File: config.mk
export PLATFORM = sky130hd
export DESIGN_NAME = rfcbs_regs
export DESIGN_NICKNAME = d
export VERILOG_FILES = /design/src/rfcbs_pkg.sv /design/src/rfcbs_freq_calc.sv /design/src/rfcbs_regs.sv
export SDC_FILE = /design/constraint.sdc
export NUM_CORES = 1
export LEC_CHECK = 0
export BUFFER_PORTS_ARGS = -buffer_cell sky130_fd_sc_hd__buf_2
export CORE_MARGIN = 3
export CORE_UTILIZATION = 35
export DETAILED_ROUTE_END_ITERATION = 10
export GPL_ROUTABILITY_DRIVEN = 0
export HOLD_SLACK_MARGIN = 0.1
export SYNTH_ARGS = -nofsm -noshare
export SYNTH_HDL_FRONTEND = slang
export SYNTH_SLANG_ARGS = --single-unit
export TNS_END_PERCENT = 30
File: constraint.sdc
create_clock -name i_mclk -period 9.7 [get_ports i_mclk]
set_clock_uncertainty 0.05 [all_clocks]
set_input_delay 2.91 -clock i_mclk [delete_from_list [all_inputs] [get_ports i_mclk]]
set_output_delay 2.91 -clock i_mclk [all_outputs]
set_load 0.03 [all_outputs]
File: src/rfcbs_pkg.sv
/*
   Constants for the channel and band select register group: register
   offsets, field positions, reset values, band codes and carrier figures.
   Assumes an 8-bit register space reached through a 6-bit address.
*/
package rfcbs_pkg;

   // Register space geometry
   localparam int ADDR_W = 6;
   localparam int DATA_W = 8;
   localparam int FREQ_W = 14;

   // Register offsets
   localparam logic [5:0] STD_CHANNEL_CCA_OFF = 6'h08;
   localparam logic [5:0] ALT_CHANNEL_NUMBER_OFF = 6'h13;
   localparam logic [5:0] BAND_SELECT_OFF = 6'h14;
   localparam logic [5:0] CF_CALIBRATION_CTRL_OFF = 6'h1A;

   // Reset values
   localparam logic [7:0] STD_CHANNEL_CCA_RST = 8'h00;
   localparam logic [7:0] ALT_CHANNEL_NUMBER_RST = 8'h00;
   localparam logic [7:0] BAND_SELECT_RST = 8'h00;
   localparam logic [7:0] CF_CALIBRATION_CTRL_RST = 8'h48;
   localparam logic [7:0] UNMAPPED_READ = 8'h00;

   // Field layout
   localparam int STD_CHANNEL_MSB = 4;
   localparam int BAND_SEL_MSB = 2;
   localparam int CF_CAL_START_BIT = 7;
   localparam logic [7:0] BAND_SELECT_WR_MASK = 8'hE7;
   localparam logic [7:0] CF_CAL_RSVD_MASK = 8'h7F;

   // Band selector codes
   localparam logic [2:0] BAND_STD = 3'h0;
   localparam logic [2:0] BAND_ONE = 3'h1;
   localparam logic [2:0] BAND_TWO = 3'h2;
   localparam logic [2:0] BAND_THREE = 3'h3;
   localparam logic [2:0] BAND_FOUR = 3'h4;
   localparam logic [2:0] BAND_FIVE = 3'h5;
   localparam logic [2:0] BAND_SIX = 3'h6;

   // Highest alternative channel number per band
   localparam logic [7:0] BAND_FOUR_MAX_NUM = 8'h5E;
   localparam logic [7:0] BAND_FIVE_MAX_NUM = 8'h66;

   // Carrier figures in units of 100 kHz
   localparam logic [13:0] STEP_100KHZ = 14'h0001;
   localparam logic [13:0] STEP_1MHZ = 14'h000A;
   localparam logic [13:0] BAND_THREE_BASE = 14'h2346;
   localparam logic [13:0] BAND_FOUR_BASE = 14'h1E0A;
   localparam logic [13:0] BAND_FIVE_BASE = 14'h208A;
   localparam logic [13:0] BAND_SIX_BASE = 14'h233C;
   localparam logic [13:0] STD_CH0_FREQ = 14'h21EB;
   localparam logic [13:0] STD_CH1_FREQ = 14'h2364;
   localparam logic [13:0] STD_CH_STEP = 14'h0014;
   localparam logic [4:0] STD_CH_MAX = 5'h0A;

   // Calibration handshake states
   typedef enum logic [0:0]
   {
      CAL_IDLE = 1'b0,
      CAL_RUN = 1'b1
   } rfcbs_cal_type;

endpackage

File: src/rfcbs_freq_calc.sv
/*
   Carrier frequency calculator: maps band selector, alternative channel
   number and standard channel to a carrier in 100 kHz units.
   Purely combinational; the caller registers the result.
*/
`timescale 1ns/100ps
module rfcbs_freq_calc
#(
   parameter logic [13:0] BAND_ONE_BASE = 14'h0000,
   parameter logic [13:0] BAND_TWO_BASE = 14'h0000
)
(
   input wire logic [2:0] i_freq_band_select,
   input wire logic [7:0] i_alt_channel_number,
   input wire logic [4:0] i_std_channel,
   output logic [rfcbs_pkg::FREQ_W-1:0] o_carrier_freq,
   output logic o_carrier_valid
);
   import rfcbs_pkg::*;

   logic [13:0] alt_num;
   logic [13:0] std_ch;

   assign alt_num = {6'h00, i_alt_channel_number};
   assign std_ch = {9'h000, i_std_channel};

   // Base plus number times spacing per band
   always_comb
   begin
      o_carrier_freq = 14'h0000;
      o_carrier_valid = 1'b1;
      case (i_freq_band_select)
         BAND_STD:
         begin
            // Alternative number ignored here
            if (i_std_channel == 5'h00)
               o_carrier_freq = STD_CH0_FREQ;
            else
               o_carrier_freq = 14'(STD_CH1_FREQ + (std_ch - 14'h0001) * STD_CH_STEP);
            o_carrier_valid = (i_std_channel <= STD_CH_MAX);
         end
         BAND_ONE: o_carrier_freq = 14'(BAND_ONE_BASE + alt_num * STEP_100KHZ);
         BAND_TWO: o_carrier_freq = 14'(BAND_TWO_BASE + alt_num * STEP_100KHZ);
         BAND_THREE: o_carrier_freq = 14'(BAND_THREE_BASE + alt_num * STEP_100KHZ);
         BAND_FOUR:
         begin
            o_carrier_freq = 14'(BAND_FOUR_BASE + alt_num * STEP_1MHZ);
            o_carrier_valid = (i_alt_channel_number <= BAND_FOUR_MAX_NUM);
         end
         BAND_FIVE:
         begin
            o_carrier_freq = 14'(BAND_FIVE_BASE + alt_num * STEP_1MHZ);
            o_carrier_valid = (i_alt_channel_number <= BAND_FIVE_MAX_NUM);
         end
         BAND_SIX: o_carrier_freq = 14'(BAND_SIX_BASE + alt_num * STEP_100KHZ);
         default: o_carrier_valid = 1'b0; // Code 7 is reserved
      endcase
   end
endmodule

File: src/rfcbs_regs.sv
/*
   Channel and band select register group with the manual center
   frequency calibration start bit and its handshake to the synthesizer.
   Assumes a register port from the serial host engine on i_mclk and a
   calibration done level from the synthesizer, asynchronous to i_mclk.
   Reserved settings are flagged through the carrier valid output.
*/
// Contract
// - 8-bit read/write alternative channel number, reset zero, used only by alternative bands.
// - Band selector is 3 bits read/write at bits 2:0, reset zero.
// - Band zero uses standard channel field and ignores the alternative number.
// - Bands 1 to 6 give base plus number times spacing; 7 reserved.
// - Band register bits 7:3 reset zero; 4:3 read-only, 7:5 writable.
// - Calibration start at bit 7, reset zero; reserved bits 6:0 reset to 48h and take written data.
// - Writing one starts calibration; device clears bit when calibration completes.
// - Band four carrier is 769 MHz plus number times 1 MHz.
// - Standard channel field is written and read back at its register.
`timescale 1ns/100ps
module rfcbs_regs
#(
   parameter logic [13:0] BAND_ONE_BASE = 14'h0000,
   parameter logic [13:0] BAND_TWO_BASE = 14'h0000
)
(
   input wire logic i_mclk,
   input wire logic i_nrst,
   input wire logic [rfcbs_pkg::ADDR_W-1:0] i_reg_addr,
   input wire logic i_reg_wr,
   input wire logic i_reg_rd,
   input wire logic [rfcbs_pkg::DATA_W-1:0] i_reg_wdata,
   output logic [rfcbs_pkg::DATA_W-1:0] o_reg_rdata,
   input wire logic i_cf_cal_done,
   output logic o_cf_cal_start_pulse,
   output logic o_cf_cal_busy,
   output logic [2:0] o_freq_band_select,
   output logic [7:0] o_alt_channel_number,
   output logic [4:0] o_std_channel,
   output logic [rfcbs_pkg::FREQ_W-1:0] o_carrier_freq,
   output logic o_carrier_valid
);
   import rfcbs_pkg::*;

   // Bases must stay clear of the 14-bit carrier range with 255 steps added;
   // a larger base would wrap the carrier silently, so it is refused
   // while the design is elaborated, before any clock runs
   if (BAND_ONE_BASE > 14'h3F00 || BAND_TWO_BASE > 14'h3F00)
   begin : g_base_check
      $error("band base too high for carrier width");
   end

   // All state lives in one record so reset and next state stay in step.
   // The handshake state is kept apart from the start bit, so a write of
   // zero to bit 7 cannot end a running calibration early.
   typedef struct packed
   {
      logic [7:0] std_channel_cca;
      logic [7:0] alt_channel_number;
      logic [7:0] band_select;
      logic [7:0] cf_calibration_ctrl;
      rfcbs_cal_type cal_state;
      logic done_meta;
      logic done_sync;
      logic done_prev;
      logic start_pulse;
      logic [7:0] rdata;
      logic [13:0] carrier_freq;
      logic carrier_valid;
   } rfcbs_state_type;

   // Values after reset; the calibration register comes up with its
   // reserved pattern, the carrier with zero until the first edge
   localparam rfcbs_state_type RESET_STATE = '{
      std_channel_cca: STD_CHANNEL_CCA_RST,
      alt_channel_number: ALT_CHANNEL_NUMBER_RST,
      band_select: BAND_SELECT_RST,
      cf_calibration_ctrl: CF_CALIBRATION_CTRL_RST,
      cal_state: CAL_IDLE,
      done_meta: 1'b0,
      done_sync: 1'b0,
      done_prev: 1'b0,
      start_pulse: 1'b0,
      rdata: UNMAPPED_READ,
      carrier_freq: 14'h0000,
      carrier_valid: 1'b0
   };

   // State record and nets between the calculator and the record
   rfcbs_state_type cur_ff;
   rfcbs_state_type nxt_cur;
   logic [13:0] calc_freq;
   logic calc_valid;
   logic done_rise;
   logic start_req;

   // Address match, used by both write and read decode
   // Exact compare, so no place of the 6-bit space aliases another
   function automatic logic hit(input logic [5:0] addr, input logic [5:0] off);
      hit = (addr == off);
   endfunction

   // Carrier from the live register contents
   // The carrier is registered once more, so it trails a field write by
   // one cycle; in return the output never shows a half-decoded value
   rfcbs_freq_calc
   #(
      .BAND_ONE_BASE(BAND_ONE_BASE),
      .BAND_TWO_BASE(BAND_TWO_BASE)
   )
   u_freq_calc
   (
      .i_freq_band_select(cur_ff.band_select[BAND_SEL_MSB:0]),
      .i_alt_channel_number(cur_ff.alt_channel_number),
      .i_std_channel(cur_ff.std_channel_cca[STD_CHANNEL_MSB:0]),
      .o_carrier_freq(calc_freq),
      .o_carrier_valid(calc_valid)
   );

   // Edge of the synchronised done level; the metastable stage is not read
   // The previous-value stage resets low, the idle level of the done input
   assign done_rise = cur_ff.done_sync & ~cur_ff.done_prev;
   // A start needs bit 7 set; the other bits of the same write still land
   assign start_req = i_reg_wr & hit(i_reg_addr, CF_CALIBRATION_CTRL_OFF)
      & i_reg_wdata[CF_CAL_START_BIT];

   // Next state of the whole register group
   always_comb
   begin
      nxt_cur = cur_ff;
      // Two-stage synchroniser for the asynchronous done level
      nxt_cur.done_meta = i_cf_cal_done;
      nxt_cur.done_sync = cur_ff.done_meta;
      nxt_cur.done_prev = cur_ff.done_sync;
      nxt_cur.start_pulse = 1'b0;
      // Carrier registered for a clean output
      nxt_cur.carrier_freq = calc_freq;
      nxt_cur.carrier_valid = calc_valid;

      // Register writes; unmapped places match nothing and so change nothing
      // Reserved band bits 4:3 are masked on the way in
      if (i_reg_wr)
      begin
         if (hit(i_reg_addr, STD_CHANNEL_CCA_OFF))
            nxt_cur.std_channel_cca = i_reg_wdata;
         if (hit(i_reg_addr, ALT_CHANNEL_NUMBER_OFF))
            nxt_cur.alt_channel_number = i_reg_wdata;
         if (hit(i_reg_addr, BAND_SELECT_OFF))
            nxt_cur.band_select = i_reg_wdata & BAND_SELECT_WR_MASK;
         if (hit(i_reg_addr, CF_CALIBRATION_CTRL_OFF))
            nxt_cur.cf_calibration_ctrl[6:0] = i_reg_wdata[6:0] & CF_CAL_RSVD_MASK[6:0];
      end

      // Calibration handshake; writing zero cannot abort a running cycle
      case (cur_ff.cal_state)
         CAL_IDLE:
         begin
            // Done edges seen while idle are dropped
            if (start_req)
            begin
               nxt_cur.cf_calibration_ctrl[CF_CAL_START_BIT] = 1'b1;
               nxt_cur.start_pulse = 1'b1;
               nxt_cur.cal_state = CAL_RUN;
            end
         end
         CAL_RUN:
         begin
            // Only a fresh rise of done ends the cycle; a done level left
            // high by an earlier cycle cannot clear a new one
            if (done_rise)
            begin
               nxt_cur.cf_calibration_ctrl[CF_CAL_START_BIT] = 1'b0;
               nxt_cur.cal_state = CAL_IDLE;
            end
         end
         // An illegal code recovers to idle
         default: nxt_cur.cal_state = CAL_IDLE;
      endcase

      // Read data, registered; reserved band bits 4:3 come back zero
      // A read and a write in one cycle return the old contents; the data
      // then holds until the next read strobe
      if (i_reg_rd)
      begin
         if (hit(i_reg_addr, STD_CHANNEL_CCA_OFF))
            nxt_cur.rdata = cur_ff.std_channel_cca;
         else if (hit(i_reg_addr, ALT_CHANNEL_NUMBER_OFF))
            nxt_cur.rdata = cur_ff.alt_channel_number;
         else if (hit(i_reg_addr, BAND_SELECT_OFF))
            nxt_cur.rdata = cur_ff.band_select;
         else if (hit(i_reg_addr, CF_CALIBRATION_CTRL_OFF))
            nxt_cur.rdata = cur_ff.cf_calibration_ctrl;
         else
            nxt_cur.rdata = UNMAPPED_READ;
      end
   end

   // State register
   // Asynchronous reset loads the constant record only
   always_ff @(posedge i_mclk or negedge i_nrst)
   begin
      if (!i_nrst)
         cur_ff <= RESET_STATE;
      else
         cur_ff <= nxt_cur;
   end

   // Outputs straight from flip-flops
   // Busy is the start bit itself, so software and the synthesizer
   // always see the same level
   assign o_reg_rdata = cur_ff.rdata;
   assign o_cf_cal_start_pulse = cur_ff.start_pulse;
   assign o_cf_cal_busy = cur_ff.cf_calibration_ctrl[CF_CAL_START_BIT];
   assign o_freq_band_select = cur_ff.band_select[BAND_SEL_MSB:0];
   assign o_alt_channel_number = cur_ff.alt_channel_number;
   assign o_std_channel = cur_ff.std_channel_cca[STD_CHANNEL_MSB:0];
   assign o_carrier_freq = cur_ff.carrier_freq;
   assign o_carrier_valid = cur_ff.carrier_valid;
endmodule

==> qor.log <==
[run_status] run status completed
[power_and_ir_drop] switch share 0.416
[timing] Setup Viol. Count Final 0
[cts] maximum root-to-sink buffer count 2
[routing] Via-to-Cell Ratio 5.60
[power_and_ir_drop] portion of total power attributed to the clock network 0.261
[timing] tightest slew margin relative to the limit 0.317
[global_route] vias in the first global route 3577
[placement] quantity of I/O buffers inserted on ports 59
[power_and_ir_drop] leakage 2.26 nW
[critical_path] cell with the biggest individual delay on the critical path dfrtp_1
[cts] Post-CTS Hold Fix Bufs 0
[timing] measured slew at the worst slew-check pin 1.02 ns
[critical_path] biggest fanout along the worst timing path 26
[min_path] path type of the worst min-delay path reg2reg
[final_layout] top library cells by usage in the layout, fill and taps aside buf_2 (59), dfrtp_1 (56), nand2_1 (33), ha_1 (32), mux2_2 (30)
[power_and_ir_drop] Max IR drop VDD 0.0900 mV
[floorplan] core region area 12300 um2
[critical_path] delay of the slowest cell on the worst path 0.88 ns
[power_and_ir_drop] power density over cell area 270 nW/um2
[routing] Antenna Violating Nets Remaining 0
[global_route] maximum number of pins on one net before global-route repair 59
[synth] asr flop ratio synth 1.00
[critical_path] Cell Chain, Critical Path buf_2
[power_and_ir_drop] share of total power in sequential cells 0.252
[floorplan] overall die area 14200 um2
[min_path] beginning of the worst hold path cur_ff[26]
[synth] Cell Area, Synth 4490 um2
[flow_run] Max Cap Violations 0
[critical_path] crit path buf inv count 1
[cts] Post CTS Setup Buffer Count 0
[final_layout] combined area of the multi-input logic cells 2610 um2
[routing] initial drt markers 254
[synth] sequential-to-total area share from yosys stat 0.324
[power_and_ir_drop] net switching power 0.559 mW
[floorplan] I/O pins 60
[global_route] global-route wire length before repair 18600 um
[synth] EDFF count, synth 0
[cts] insertion delay of the later-clocked pin in the worst-skew pair 0.33 ns
[cts] total number of H-tree levels 3
[routing] average wire length per cell after detail routing 17.6 um
[cts] TritonCTS clock tree done
[timing] unrepaired setup endpoints after global routing no
[critical_path] reg2reg start o_std_channel[0]
[timing] total count of hold-check failures in the final report 0
[critical_path] Crit. End Element output pin
[critical_path] flop2flop setup slack 5.89 ns
[cts] clock tree root driver cell clkbuf_16
[synth] syn_nets 526
[critical_path] data required time of the critical path 6.74 ns
[global_route] Global Route Usage Sum 0.163
[routing] total wire length 11600 um
[final_layout] total inserted antenna cells 0
[critical_path] arrival time of the worst setup path 1.55 ns
[synth] distinct cell type count of the synthesized netlist 72
[floorplan] Initial Util 0.366
[critical_path] top cell family by delay on the critical path flip-flops
[floorplan] die span in x 119 um
[cts] clock transition at the registers of the reported paths 0.06 ns
[cts] number of sinks driven by the clock tree 58
[final_layout] fraction of layout cells with a size suffix above 1 0.258
[final_layout] # fillers 1222
[floorplan] num rows 40
[synth] average cell area after synthesis 9.50 um2
[routing] residual DRC count 0
[power_and_ir_drop] part of the total power dissipated in combinational logic 0.487
[critical_path] CP startpoint kind register
[critical_path] CP Launch Point o_freq_band_select[1]
[power_and_ir_drop] design internal power 0.784 mW
[synth] Most used DFF post-synth dfrtp_1
[synth] cells after synthesis 473
[power_and_ir_drop] Overall Power 1.34 mW
[final_layout] area growth from synthesis to final layout 10.8%
[timing] minimum period implied by the final worst setup slack 4.51 ns
[placement] placed wire-length estimate 8510 um
[cts] CTS Buf Count 9
[timing] part of the cycle the worst path needs 0.465
[timing] Max Transition Viols Final 0
[synth] Yosys warning count 0
[synth] post-synthesis sequential element count 58
[final_layout] commonest non-fill, non-tap cell in the layout buf_2
[cts] Post-CTS Resized 0
[floorplan] Vert. Die Dim 119 um
[final_layout] register area 1450 um2
[timing] final-layout setup total negative slack 0 ns
[routing] first-pass iteration count of the detailed router 5
[global_route] Congestion Overflow GR 0
[critical_path] critical path type reg2out
[timing] max frequency 222 MHz
[routing] via count of the routed design 3699
[global_route] initial antenna violation count 0
[final_layout] number of nets at the end of the flow 541
[final timing paths]
path | endpoint | depth (start not counted)
worst min-delay path | cur_ff[25] | 0
worst min register to register | cur_ff[25] | 0
worst max register to register | o_carrier_freq[11] | 17
worst max-delay path | o_freq_band_select[1] | 1
min in group asynchronous | o_reg_rdata[7] | 2
max in group asynchronous | cur_ff[58] | 2
[metrics by stage]
step | hold slack (ns) | cell area, um2 | std cells | setup slack, ns | util
floorplan | 0.281 | 4490 | 473 | 5.45 | -
global placement | 0.282 | 4650 | 645 | 4.95 | 0.379
detailed placement | 0.286 | 4650 | 645 | 4.92 | 0.379
CTS | 0.298 | 4980 | 661 | 5.18 | 0.406
global route | 0.302 | 4980 | 661 | 5.11 | 0.406
finish | 0.297 | 4980 | 661 | 5.19 | 0.406
[area by class of cell]
class / instances / share of cell area
inverters: 18 / 0.0136
multi-input cells: 340 / 0.524
repair buffers: 61 / 0.0623
clock inverters: 6 / 0.0178
well taps: 168 / 0.0422
flip-flops and latches: 58 / 0.292
clock buffers: 10 / 0.0480
[synthesized netlist by cell type (all sizes together) (2+ instances only)]
cell type | number | share of area
o21a | 5 | 0.0084
fa | 2 | 0.0089
nand2b | 7 | 0.011
dfstp | 2 | 0.012
nor2b | 5 | 0.0070
inv | 18 | 0.015
xnor2 | 15 | 0.029
a21o | 4 | 0.0067
a22oi | 16 | 0.027
buf | 45 | 0.070
a31oi | 12 | 0.017
a2bb2oi | 2 | 0.0039
nor3b | 4 | 0.010
o211ai | 7 | 0.012
a32oi | 2 | 0.0039
o21ai | 28 | 0.031
o2111ai | 2 | 0.0039
o22ai | 3 | 0.0042
and3b | 3 | 0.0059
a211oi | 2 | 0.0033
nor3 | 12 | 0.016
a21oi | 24 | 0.028
nand3 | 9 | 0.010
o31ai | 3 | 0.0050
a21boi | 3 | 0.0050
a222oi | 2 | 0.0045
a221o | 3 | 0.0067
ha | 32 | 0.089
nor2 | 24 | 0.020
nand2 | 34 | 0.029
or2 | 3 | 0.0042
clkbuf | 12 | 0.010
o221ai | 4 | 0.0078
xor2 | 12 | 0.023
a221oi | 3 | 0.0072
dfrtp | 56 | 0.31
nor4b | 2 | 0.011
mux2 | 30 | 0.075
[power by group through the flow]
stage | logic, mW | registers (mW) | clock network [mW]
after floorplan | 0.567 | 0.317 | 0
after global placement | 0.640 | 0.342 | 0
after detailed placement | 0.652 | 0.343 | 0
after CTS | 0.657 | 0.339 | 0.355
after global routing | 0.720 | 0.345 | 0.366
final | 0.654 | 0.339 | 0.350
[logic make-up (layout without fill, tap and decap cells)]
kind of cell | after synthesis | count (layout) | synth area share
xor gates and xnor gates | 27 | 27 | 0.0526
and+or+nand+nor | 111 | 111 | 0.142
muxes | 31 | 31 | 0.0774
buffers and inverters | 75 | 95 | 0.0958
DFF | 58 | 58 | 0.324
adders and majority gates | 34 | 34 | 0.0980
AOI/OAI and AO/OA | 137 | 137 | 0.211
[registers in the layout, summed over array words and instances, names as in the netlist]
register and count:
cur_ff 17, o_cf_cal_busy 1, o_carrier_valid 1, o_std_channel 5, o_alt_channel_number 8, o_carrier_freq 14, o_reg_rdata 8, o_freq_band_select 3
o_cf_cal_start_pulse 1
[metal layers]
metal,track usage,up-vias,routed length (um)
li1,-,1726,-
met1,0.228,1823,5320
met2,0.253,137,5450
met3,0.0323,13,710
met4,0.0485,0,157
met5,0,-,0
No activity file was read; power rests on OpenSTA's default activity.
